==> config.mk <==
export PLATFORM = sky130hd
export DESIGN_NAME = bctr_regs
export DESIGN_NICKNAME = d
export VERILOG_FILES = /design/src/bctr_pkg.sv /design/src/bctr_regs.sv /design/src/bctr_sync.sv /design/src/bctr_tick.sv
export SDC_FILE = /design/constraint.sdc
export NUM_CORES = 1
export LEC_CHECK = 0
export BUFFER_PORTS_ARGS = -buffer_cell sky130_fd_sc_hd__buf_2
export CORE_UTILIZATION = 45
export DETAILED_ROUTE_END_ITERATION = 7
export PLACE_DENSITY = 0.83
export REMOVE_ABC_BUFFERS = 1
export SYNTH_ARGS = -nofsm -noshare
export SYNTH_HDL_FRONTEND = slang
export SYNTH_HIERARCHICAL = 1
export SYNTH_SLANG_ARGS = --single-unit
export TNS_END_PERCENT = 100
==> constraint.sdc <==
create_clock -name ref_clk_i -period 2.13 [get_ports ref_clk_i]
set_clock_uncertainty 0.1 [all_clocks]
set_input_delay 0.426 -clock ref_clk_i [delete_from_list [all_inputs] [get_ports ref_clk_i]]
set_output_delay 0.426 -clock ref_clk_i [all_outputs]
set_load 0.02 [all_outputs]
==> src/bctr_pkg.sv <==
// Package for the controller timers and host register block.
// Assumes one 200 MHz clock; all users write bctr_pkg::name.
package bctr_pkg;
    localparam int unsigned CLK_MHZ = 200;
    localparam int unsigned US_CYC = CLK_MHZ;
    localparam int unsigned FRAME_LSB_US = 100;
    localparam int unsigned FRAME_LSB_CYC = FRAME_LSB_US * US_CYC;
    localparam int unsigned MSG_LSB_US = 1;
    localparam int unsigned MSG_LSB_CYC = MSG_LSB_US * US_CYC;
    localparam int unsigned TT_BASE_US = 2;
    localparam int unsigned TT_BASE_CYC = TT_BASE_US * US_CYC;
    localparam int unsigned LEGACY_MAX_MSGS = 512;
    localparam int unsigned TO_18_US = 18;
    localparam int unsigned TO_22_US = 22;
    localparam int unsigned TO_50_US = 50;
    localparam int unsigned TO_130_US = 130;
    localparam int unsigned WORD_W = 16;
    localparam int unsigned CHAIN_BIT = 0;
    localparam logic [15:0] CFG_RST = 16'h0000;
    localparam logic ENH_ACCESS_RST = 1'b1;
    typedef enum logic [1:0] {
        BCTR_BC, BCTR_RT, BCTR_MT, BCTR_IDLE
    } bctr_mode_e;
    typedef enum logic [1:0] {
        BCTR_GP_HOLD, BCTR_GP_SET, BCTR_GP_CLR, BCTR_GP_TGL
    } bctr_gp_op_e;
endpackage

==> src/bctr_regs.sv <==
// Timers, interrupt status, shared word and queue pointers of the terminal.
// Assumes host and engine strobes are one-cycle pulses on ref_clk_i.
// How it works
// RULE_01: time tag steps every 2,4,8,16,32 or 64 us by resolution select.
// RULE_02: tag value is stored out at message start and message end.
// RULE_03: each status bit sits at its mask bit position.
// RULE_04: status 2 holds a chain bit while status 1 has any pending event.
// RULE_05: frame countdown reads remaining frame time at 100 us per count.
// RULE_06: next-message countdown at 1 us per count; delay instruction loads it.
// RULE_07: controller mode: shared word is frame period at 100 us per count.
// RULE_08: terminal mode: shared word captures current or last command word.
// RULE_09: monitor mode: shared word is trigger; match starts, stops or flags.
// RULE_10: reset clears configuration except enhanced access enable, which sets.
// RULE_11: host may set, clear or toggle each general purpose flag.
// RULE_12: condition code read gives live engine flags.
// RULE_13: host loads queue pointer; engine advances it; readable.
// RULE_14: host loads interrupt queue pointer; processor advances; readable.
// RULE_15: data stack address tracks last word stored, host writable.
// RULE_16: no-response timeout selectable 18, 22, 50 or 130 us.
// RULE_17: legacy frame ends at 512 messages; enhanced has no limit.
// RULE_18: single frame or auto-repeat from timer or external trigger.
// RULE_19: each message's error checks are gathered into status.
// RULE_20: format and per-message options come from control word and T/R bit.
// RULE_21: engine raises four user interrupts and writes the queue.
// RULE_22: control word register shows current or last control word.
// RULE_23: time tag wraps to zero and runs continuously while enabled.
`timescale 1ns/1ps
module bctr_regs (
    input wire logic ref_clk_i,
    input wire logic rst_b_i,
    input wire logic [1:0] mode_i,
    input wire logic enhanced_i,
    input wire logic [2:0] tt_res_i,
    input wire logic tt_en_i,
    input wire logic message_start_sequence_i,
    input wire logic message_end_sequence_i,
    input wire logic [15:0] imask1_i,
    input wire logic [15:0] imask2_i,
    input wire logic [15:0] ievt1_i,
    input wire logic [15:0] ievt2_i,
    input wire logic [3:0] user_irq_i,
    input wire logic [9:0] msg_err_i,
    input wire logic ist1_clr_i,
    input wire logic ist2_clr_i,
    input wire logic frame_start_i,
    input wire logic auto_repeat_i,
    input wire logic ext_trig_sel_i,
    input wire logic ext_trig_i,
    input wire logic [15:0] frame_time_wr_i,
    input wire logic frame_time_we_i,
    input wire logic delay_instruction_i,
    input wire logic [15:0] delay_val_i,
    input wire logic msg_done_i,
    input wire logic [15:0] cmd_word_i,
    input wire logic cmd_valid_i,
    input wire logic [15:0] bus_word_i,
    input wire logic bus_word_valid_i,
    input wire logic [15:0] ctrl_word_i,
    input wire logic ctrl_valid_i,
    input wire logic [1:0] to_sel_i,
    input wire logic [7:0] gp_set_i,
    input wire logic [7:0] gp_clr_i,
    input wire logic [7:0] gp_tgl_i,
    input wire logic gp_we_i,
    input wire logic [7:0] eng_cc_i,
    input wire logic [15:0] ptr_wr_i,
    input wire logic gpq_we_i,
    input wire logic gpq_inc_i,
    input wire logic isq_we_i,
    input wire logic isq_inc_i,
    input wire logic dstk_we_i,
    input wire logic dstk_store_i,
    input wire logic [15:0] dstk_addr_i,
    output logic enh_access_o,
    output logic [15:0] time_tag_o,
    output logic [15:0] tag_store_o,
    output logic tag_store_we_o,
    output logic [15:0] ist1_o,
    output logic [15:0] ist2_o,
    output logic [15:0] frame_left_o,
    output logic [15:0] msg_left_o,
    output logic [15:0] shared_word_o,
    output logic trig_start_o,
    output logic trig_stop_o,
    output logic trig_irq_o,
    output logic frame_go_o,
    output logic frame_limit_o,
    output logic [7:0] response_to_us_o,
    output logic [15:0] cond_code_o,
    output logic [15:0] gpq_ptr_o,
    output logic [15:0] isq_ptr_o,
    output logic [15:0] dstk_addr_o,
    output logic [15:0] ctrl_word_o,
    output logic [1:0] ctrl_fmt_o
);
    logic ext_trig_s, ext_trig_d_r, us_tick, frame_tick, tt_tick;
    logic [5:0] tt_div_r;
    logic [5:0] tt_lim;
    logic [9:0] msg_cnt_r;
    logic [15:0] ev1;

    bctr_sync u_sync (
        .ref_clk_i(ref_clk_i),
        .rst_b_i(rst_b_i),
        .d_i(ext_trig_i),
        .q_o(ext_trig_s)
    );
    bctr_tick #(.DIV(bctr_pkg::MSG_LSB_CYC)) u_us (
        .ref_clk_i(ref_clk_i),
        .rst_b_i(rst_b_i),
        .clr_i(1'b0),
        .tick_o(us_tick)
    );
    bctr_tick #(.DIV(bctr_pkg::FRAME_LSB_CYC)) u_fr (
        .ref_clk_i(ref_clk_i),
        .rst_b_i(rst_b_i),
        .clr_i(frame_go_o),
        .tick_o(frame_tick)
    );

    // Enhanced access set out of reset
    always_ff @(posedge ref_clk_i or negedge rst_b_i) begin
        if (!rst_b_i)
            enh_access_o <= bctr_pkg::ENH_ACCESS_RST; // [RULE_10]
        else
            enh_access_o <= enh_access_o;
    end

    // Divisor of 2us ticks: 1,2,4,8,16,32
    assign tt_lim = 6'(6'h1 << tt_res_i[2:0]) - 6'h1; // [RULE_01]
    always_ff @(posedge ref_clk_i or negedge rst_b_i) begin
        if (!rst_b_i) begin
            tt_div_r <= 6'h0;
            tt_tick <= 1'b0;
        end else begin
            tt_tick <= 1'b0;
            if (us_tick && tt_en_i) begin
                if (tt_div_r >= {tt_lim[4:0], 1'b1}) begin // [RULE_01]
                    tt_div_r <= 6'h0;
                    tt_tick <= 1'b1;
                end else begin
                    tt_div_r <= tt_div_r + 6'h1;
                end
            end
        end
    end
    always_ff @(posedge ref_clk_i or negedge rst_b_i) begin
        if (!rst_b_i)
            time_tag_o <= 16'h0000;
        else if (tt_tick)
            time_tag_o <= time_tag_o + 16'h1; // wraps [RULE_23]
    end
    always_ff @(posedge ref_clk_i or negedge rst_b_i) begin
        if (!rst_b_i) begin
            tag_store_o <= 16'h0000;
            tag_store_we_o <= 1'b0;
        end else begin
            tag_store_we_o <= message_start_sequence_i |
                              message_end_sequence_i; // [RULE_02]
            if (message_start_sequence_i || message_end_sequence_i)
                tag_store_o <= time_tag_o; // [RULE_02]
        end
    end

    // Sticky status; set beats clear
    assign ev1 = (ievt1_i | {msg_err_i, 2'b00, user_irq_i}) & // [RULE_19]
        imask1_i; // [RULE_03]
    always_ff @(posedge ref_clk_i or negedge rst_b_i) begin
        if (!rst_b_i) begin
            ist1_o <= 16'h0000;
        end else begin
            ist1_o <= (ist1_clr_i ? 16'h0000 : ist1_o) | ev1; // [RULE_03]
        end
    end
    always_ff @(posedge ref_clk_i or negedge rst_b_i) begin
        if (!rst_b_i) begin
            ist2_o <= 16'h0000;
        end else begin
            ist2_o <= ((ist2_clr_i ? 16'h0000 : ist2_o) |
                       (ievt2_i & imask2_i)) & 16'hFFFE; // [RULE_03]
            ist2_o[bctr_pkg::CHAIN_BIT] <=
                ((ist1_clr_i ? 16'h0000 : ist1_o) | ev1) != 16'h0; // [RULE_04]
        end
    end

    // Shared word by mode
    always_ff @(posedge ref_clk_i or negedge rst_b_i) begin
        if (!rst_b_i)
            shared_word_o <= 16'h0000;
        else if (frame_time_we_i && mode_i != 2'(bctr_pkg::BCTR_RT))
            shared_word_o <= frame_time_wr_i; // [RULE_07] [RULE_09]
        else if (cmd_valid_i && mode_i == 2'(bctr_pkg::BCTR_RT))
            shared_word_o <= cmd_word_i; // [RULE_08]
    end
    always_ff @(posedge ref_clk_i or negedge rst_b_i) begin
        if (!rst_b_i) begin
            trig_start_o <= 1'b0;
            trig_stop_o <= 1'b0;
            trig_irq_o <= 1'b0;
        end else begin
            trig_start_o <= 1'b0;
            trig_stop_o <= 1'b0;
            trig_irq_o <= 1'b0;
            if (bus_word_valid_i && mode_i == 2'(bctr_pkg::BCTR_MT) &&
                bus_word_i == shared_word_o) begin
                trig_start_o <= 1'b1; // [RULE_09]
                trig_stop_o <= 1'b1;
                trig_irq_o <= 1'b1;
            end
        end
    end

    // Frame start: single, timer or external edge
    always_ff @(posedge ref_clk_i or negedge rst_b_i) begin
        if (!rst_b_i) begin
            ext_trig_d_r <= 1'b0;
            frame_go_o <= 1'b0;
        end else begin
            ext_trig_d_r <= ext_trig_s;
            frame_go_o <= frame_start_i ||
                (auto_repeat_i && (ext_trig_sel_i ?
                    (ext_trig_s && !ext_trig_d_r) :
                    (frame_tick && frame_left_o == 16'h1))); // [RULE_18]
        end
    end
    always_ff @(posedge ref_clk_i or negedge rst_b_i) begin
        if (!rst_b_i)
            frame_left_o <= 16'h0000;
        else if (frame_go_o)
            frame_left_o <= shared_word_o; // [RULE_05] [RULE_07]
        else if (frame_tick && frame_left_o != 16'h0)
            frame_left_o <= frame_left_o - 16'h1; // [RULE_05]
    end
    always_ff @(posedge ref_clk_i or negedge rst_b_i) begin
        if (!rst_b_i)
            msg_left_o <= 16'h0000;
        else if (delay_instruction_i)
            msg_left_o <= delay_val_i; // [RULE_06]
        else if (us_tick && msg_left_o != 16'h0)
            msg_left_o <= msg_left_o - 16'h1; // [RULE_06]
    end

    // Legacy message count per frame
    always_ff @(posedge ref_clk_i or negedge rst_b_i) begin
        if (!rst_b_i) begin
            msg_cnt_r <= 10'h000;
            frame_limit_o <= 1'b0;
        end else if (frame_go_o) begin
            msg_cnt_r <= 10'h000;
            frame_limit_o <= 1'b0;
        end else if (msg_done_i && !enhanced_i) begin
            msg_cnt_r <= msg_cnt_r + 10'h1;
            if (msg_cnt_r == 10'(bctr_pkg::LEGACY_MAX_MSGS - 1))
                frame_limit_o <= 1'b1; // [RULE_17]
        end
    end

    always_ff @(posedge ref_clk_i or negedge rst_b_i) begin
        if (!rst_b_i)
            response_to_us_o <= 8'(bctr_pkg::TO_18_US);
        else
            case (to_sel_i) // [RULE_16]
                2'h0: response_to_us_o <= 8'(bctr_pkg::TO_18_US);
                2'h1: response_to_us_o <= 8'(bctr_pkg::TO_22_US);
                2'h2: response_to_us_o <= 8'(bctr_pkg::TO_50_US);
                default: response_to_us_o <= 8'(bctr_pkg::TO_130_US);
            endcase
    end

    // Flags: low byte engine results, high byte general purpose
    always_ff @(posedge ref_clk_i or negedge rst_b_i) begin
        if (!rst_b_i)
            cond_code_o <= 16'h0000;
        else begin
            cond_code_o[7:0] <= eng_cc_i; // [RULE_12]
            if (gp_we_i)
                cond_code_o[15:8] <= ((cond_code_o[15:8] | gp_set_i) &
                    ~gp_clr_i) ^ gp_tgl_i; // [RULE_11]
        end
    end

    always_ff @(posedge ref_clk_i or negedge rst_b_i) begin
        if (!rst_b_i)
            gpq_ptr_o <= 16'h0000;
        else if (gpq_we_i)
            gpq_ptr_o <= ptr_wr_i; // [RULE_13]
        else if (gpq_inc_i)
            gpq_ptr_o <= gpq_ptr_o + 16'h1; // [RULE_13] [RULE_21]
    end
    always_ff @(posedge ref_clk_i or negedge rst_b_i) begin
        if (!rst_b_i)
            isq_ptr_o <= 16'h0000;
        else if (isq_we_i)
            isq_ptr_o <= ptr_wr_i; // [RULE_14]
        else if (isq_inc_i)
            isq_ptr_o <= isq_ptr_o + 16'h1; // [RULE_14]
    end
    always_ff @(posedge ref_clk_i or negedge rst_b_i) begin
        if (!rst_b_i)
            dstk_addr_o <= 16'h0000;
        else if (dstk_we_i)
            dstk_addr_o <= ptr_wr_i; // [RULE_15]
        else if (dstk_store_i)
            dstk_addr_o <= dstk_addr_i; // [RULE_15]
    end
    always_ff @(posedge ref_clk_i or negedge rst_b_i) begin
        if (!rst_b_i) begin
            ctrl_word_o <= 16'h0000;
            ctrl_fmt_o <= 2'h0;
        end else if (ctrl_valid_i) begin
            ctrl_word_o <= ctrl_word_i; // [RULE_22]
            ctrl_fmt_o <= {ctrl_word_i[0], cmd_word_i[10]}; // [RULE_20]
        end
    end

    tag_store_a: assert property (@(posedge ref_clk_i) disable iff (!rst_b_i)
        message_end_sequence_i |=> tag_store_we_o &&
        tag_store_o == $past(time_tag_o))
        else $error("tag not stored"); // [RULE_02]
    chain_bit_a: assert property (@(posedge ref_clk_i) disable iff (!rst_b_i)
        ist2_o[0] == (ist1_o != 16'h0))
        else $error("chain bit wrong"); // [RULE_04]
    frame_count_a: assert property (@(posedge ref_clk_i) disable iff (!rst_b_i)
        frame_tick && !frame_go_o && frame_left_o != 16'h0 |=>
        frame_left_o == $past(frame_left_o) - 16'h1)
        else $error("frame count wrong"); // [RULE_05]
    delay_load_a: assert property (@(posedge ref_clk_i) disable iff (!rst_b_i)
        delay_instruction_i |=> msg_left_o == $past(delay_val_i))
        else $error("delay not loaded"); // [RULE_06]
    rt_cmd_a: assert property (@(posedge ref_clk_i) disable iff (!rst_b_i)
        cmd_valid_i && mode_i == 2'h1 |=> shared_word_o == $past(cmd_word_i))
        else $error("command not held"); // [RULE_08]
    gp_set_a: assert property (@(posedge ref_clk_i) disable iff (!rst_b_i)
        gp_we_i && gp_set_i[0] && !gp_clr_i[0] && !gp_tgl_i[0] |=>
        cond_code_o[8])
        else $error("flag not set"); // [RULE_11]
    gpq_inc_a: assert property (@(posedge ref_clk_i) disable iff (!rst_b_i)
        gpq_inc_i && !gpq_we_i |=> gpq_ptr_o == $past(gpq_ptr_o) + 16'h1)
        else $error("queue not advanced"); // [RULE_13]
    timeout_sel_a: assert property (@(posedge ref_clk_i) disable iff (!rst_b_i)
        to_sel_i == 2'h3 |=> response_to_us_o == 8'h82)
        else $error("timeout wrong"); // [RULE_16]
    enh_reset_a: assert property (@(posedge ref_clk_i) disable iff (!rst_b_i)
        enh_access_o)
        else $error("enhanced access lost"); // [RULE_10]
    cv_tag: cover property (@(posedge ref_clk_i) tt_tick);
    cv_frame: cover property (@(posedge ref_clk_i) frame_go_o);
    cv_trig: cover property (@(posedge ref_clk_i) trig_irq_o);
    cv_limit: cover property (@(posedge ref_clk_i) frame_limit_o);
endmodule

==> src/bctr_sync.sv <==
// Two-flop synchroniser for an outside level.
// Assumes the input is a level slow against the clock.
`timescale 1ns/1ps
module bctr_sync (
    input wire logic ref_clk_i,
    input wire logic rst_b_i,
    input wire logic d_i,
    output logic q_o
);
    logic meta_r;
    always_ff @(posedge ref_clk_i or negedge rst_b_i) begin
        if (!rst_b_i) begin
            meta_r <= 1'b0;
            q_o <= 1'b0;
        end else begin
            meta_r <= d_i;
            q_o <= meta_r;
        end
    end
endmodule

==> src/bctr_tick.sv <==
// Prescaler giving a one-cycle tick every DIV cycles.
// Assumes a clear input restarts the count.
`timescale 1ns/1ps
module bctr_tick #(
    parameter int unsigned DIV = 200
) (
    input wire logic ref_clk_i,
    input wire logic rst_b_i,
    input wire logic clr_i,
    output logic tick_o
);
    logic [31:0] cnt_r;
    always_ff @(posedge ref_clk_i or negedge rst_b_i) begin
        if (!rst_b_i) begin
            cnt_r <= 32'h0;
            tick_o <= 1'b0;
        end else if (clr_i) begin
            cnt_r <= 32'h0;
            tick_o <= 1'b0;
        end else if (cnt_r == 32'(DIV - 1)) begin
            cnt_r <= 32'h0;
            tick_o <= 1'b1;
        end else begin
            cnt_r <= cnt_r + 32'h1;
            tick_o <= 1'b0;
        end
    end
endmodule

==> summary.txt <==
Run status
  • Status: complete, but fails checks
  • Violated checks: negative setup slack

Power and ir drop
  • VDD IR max: 0.000768 V
  • PD cells: 762 mW/mm^2
  • Power Total: 14.6 mW
  • Leak Pwr: 9.19 nW

Global routing
  • Vias in the first global route: 13111
  • Global-route wire length before repair: 66400 um
  • Initial antenna violation count: 4
  • Largest net degree at the start of global routing: 55
  • Global Route Usage Sum: a little over a quarter
  • GR Overflow Total: 0

Timing
  • Fin. Hold Viols: 0
  • Max Fclk: 469 MHz
  • Worst rel slew slack: a little under half
  • Final TNS setup: -0.00358 ns
  • RSZ-0062 raised after global routing: true
  • Period minus WS final: 2.13 ns
  • Worst Slack Setup Final: -0.00358 ns
  • Setup Viol. Count Final: 1
  • Worst-Margin Slew: 0.777 ns
  • Final worst-path cycle share: 100%
  • Final Max Tran Viols: 0

Clock tree
  • CTS tree: yes
  • Clock transition at the registers of the reported paths: 0.08 ns
  • H-tree depth: 1
  • Clk buf depth: 3
  • TritonCTS Buffers: 31
  • CTS Sinks: 287
  • Root buffer cell: clkbuf_16
  • Worst-skew pair later-pin latency: 0.57 ns

Routing
  • Wire per inst: 17.9 um
  • DRC viols: 0
  • Pre-antenna DRT Iters: 5
  • Initial DRC count: 840
  • DR vias/cell: 5.47
  • DRT antenna net count: 0
  • Routed WL: 43300 um
  • Via count: 13206

Finish
  • Core Util, Final: a little over three fifths
  • Final instance area: 0.0192 mm^2
  • Area delta synth->final: 37.8%
  • Layout cell share with drive strength beyond 1: 32.1%
  • Cell Count, Final, Fillers Out: 2416
  • FILL cells: roughly 2300
  • Fin nets: 2262

Setup path
  • Critical Path Source: msg_left_o[2]
  • R2R Path Start: msg_left_o[2]
  • Crit-path slowest cell: or4b_4
  • Req. time, crit path: 2.56 ns
  • CP startpoint kind: flop
  • Crit path arrival time: roughly 2.6 ns
  • Setup crit end kind: flop
  • CP max FO: 5
  • Critical path, cell by cell: or4b_4 -> or2_4 -> or4_4 -> o211ai_1 -> o21a_1
  • Worst path max stage delay: 0.56 ns
  • Kind of critical path: flop to flop

Synthesis
  • Post-Syn Area: roughly 0.014 mm^2
  • Post-Synthesis Cells: 1393
  • Synth cell types: 75
  • Avg Cell Area, Syn: 10.0 um^2
  • Seq/Total Area, Yosys: 51.6%
  • Top_reg_cell synth: dfrtp_1
  • Synth async-reset ratio: 100%
  • Post-synth EDFFs: 0
  • Post-synthesis register bit count: 287
  • Synth warn: 6

Die
  • I/O pins: about 460
  • Row cnt: 64
  • Die area: roughly 0.032 mm^2
  • Die width: 178 um
  • Die Y: 178 um
  • Core area: 0.0305 mm^2
  • Initial core utilization: 45.7%

Placement
  • DP HPWL: just under 30000 um
  • # port buffers: 455
  • RD Place Congestion: 0.864
  • Post-DP Area: 0.0169 mm^2
  • Dpl cells: 2250

Flow run
  • Maxcap violations: 0

Worst hold path
  • Hold crit path type: primary input to flop
  • Hold Crit Start: ptr_wr_i[6]
[kinds of logic (layout without fill, tap and decap cells)]
group / after synthesis / count (layout) / synth area share [%]
XOR/XNOR: 112 / 112 / 7.04
AND/OR/NAND/NOR: 509 / 510 / 19.0
multiplexers: 83 / 83 / 6.35
flip-flops: 287 / 287 / 51.6
AO/OA/AOI/OAI: 271 / 271 / 11.0
adder cells (fa/ha/maj): 17 / 17 / 1.53
other: 2 / 13 / 0.0539
buffers and inverters: 112 / 727 / 3.45
[placed cells by master, fill, tap and decap left out, types with 37 or more instances in the layout]
cell / instances
inv_1: 57
nor2_1: 80
a21oi_1: 46
mux2i_1: 40
nand3_1: 46
nand2_1: 174
buf_4: 56
mux2_2: 43
dfrtp_1: 284
xnor2_1: 61
buf_2: 454
nand4_1: 37
o21ai_0: 129
dlygate4sd3_1: 97
xor2_1: 51
[path summary, 6_finish.rpt]
path | to | slack [ns] | depth (start not counted)
max | msg_left_o[13] | -0.004 | 5
max reg2reg | msg_left_o[13] | -0.004 | 5
min in group asynchronous | tag_store_o[8] | 0.26 | 2
max in group asynchronous | response_to_us_o[4] | 0.97 | 3
min reg2reg | u_sync/q_o | 0.25 | 0
min | isq_ptr_o[6] | 0.02 | 3
[where the power goes]
part | leakage (nW) | switching [mW] | internal [mW]
Combinational | 4.97 | 1.38 | 0.954
Sequential | 3.65 | 0.380 | 5.79
Clock | 0.571 | 2.32 | 3.81
[through the flow]
| step | hold WS, ns | setup WS (ns) |
|---|---|---|
| after global placement | 0.239 | 0.109 |
| after detailed placement | 0.241 | 0.0715 |
| after global routing | 0.00314 | -0.106 |
| after CTS | 0.00171 | 0.0248 |
| final | 0.0153 | -0.00358 |
| after floorplan | 0.0304 | -0.392 |
[state kept, by name (all words and copies together) (netlist names), 4 cells and up]
register / count
cond_code_o: 16
ctrl_word_o: 16
dstk_addr_o: 16
frame_left_o: 16
gpq_ptr_o: 16
isq_ptr_o: 16
ist1_o: 16
ist2_o: 16
msg_cnt_r: 10
msg_left_o: 16
response_to_us_o: 4
shared_word_o: 16
tag_store_o: 16
time_tag_o: 16
tt_div_r: 6
u_fr/cnt_r: 32
u_us/cnt_r: 32
[synthesized netlist by cell type (10+ instances only)]
library cell	number	share of area, %
o31ai_1	23	1.2
clkbuf_1	36	0.97
or4_1	21	1.1
mux2_2	43	3.5
nand2_1	174	4.7
xor2_1	51	3.2
nor2b_1	10	0.45
inv_1	57	1.5
ha_1	17	1.5
and4_1	17	1.1
mux2i_1	40	2.9
a21oi_1	49	1.8
xnor2_1	61	3.8
o21ai_1	35	1.3
nor2_1	80	2.2
or3_1	14	0.63
nand3_1	46	1.7
nand4_1	37	1.7
and3_1	19	0.85
nor3_1	24	0.86
nor4_1	28	1.3
o21ai_0	129	4.6
dfrtp_1	286	51
[repair_timing]
item	in CTS	in global routing
setup buffers	0	6
setup endpoints to repair	0	26
resized for setup	0	16
hold buffers	97	0
hold endpoints to repair	141	0
[routing by layer]
metal  GRT usage, %  up-vias  wire length, um
li1               -     6135                -
met1           30.1     6356            16300
met2           46.0      557            21600
met3           5.68      156             3250
met4           13.7        2             2160
met5              0        -               13
[critical path: cells and delay by family (launching register included)]
family	cells	cell delay, ns
flip-flops	1	0.38
AND/OR/NAND/NOR	3	1.24
AO/OA/AOI/OAI	2	0.36
[final cells by class]
type                       count  area (um^2)  area share, %
clock buffer                  41          853           4.44
multi-input combinational   1002         6370           33.2
tap                          396          495           2.58
antenna                        4         10.0         0.0521
sequential                   287         7190           37.4
inverter                      57          214           1.11
timing repair buffer         612         3760           19.6
clock inverter                17          313           1.63
Note: power is estimated with default switching activity, not from simulation.
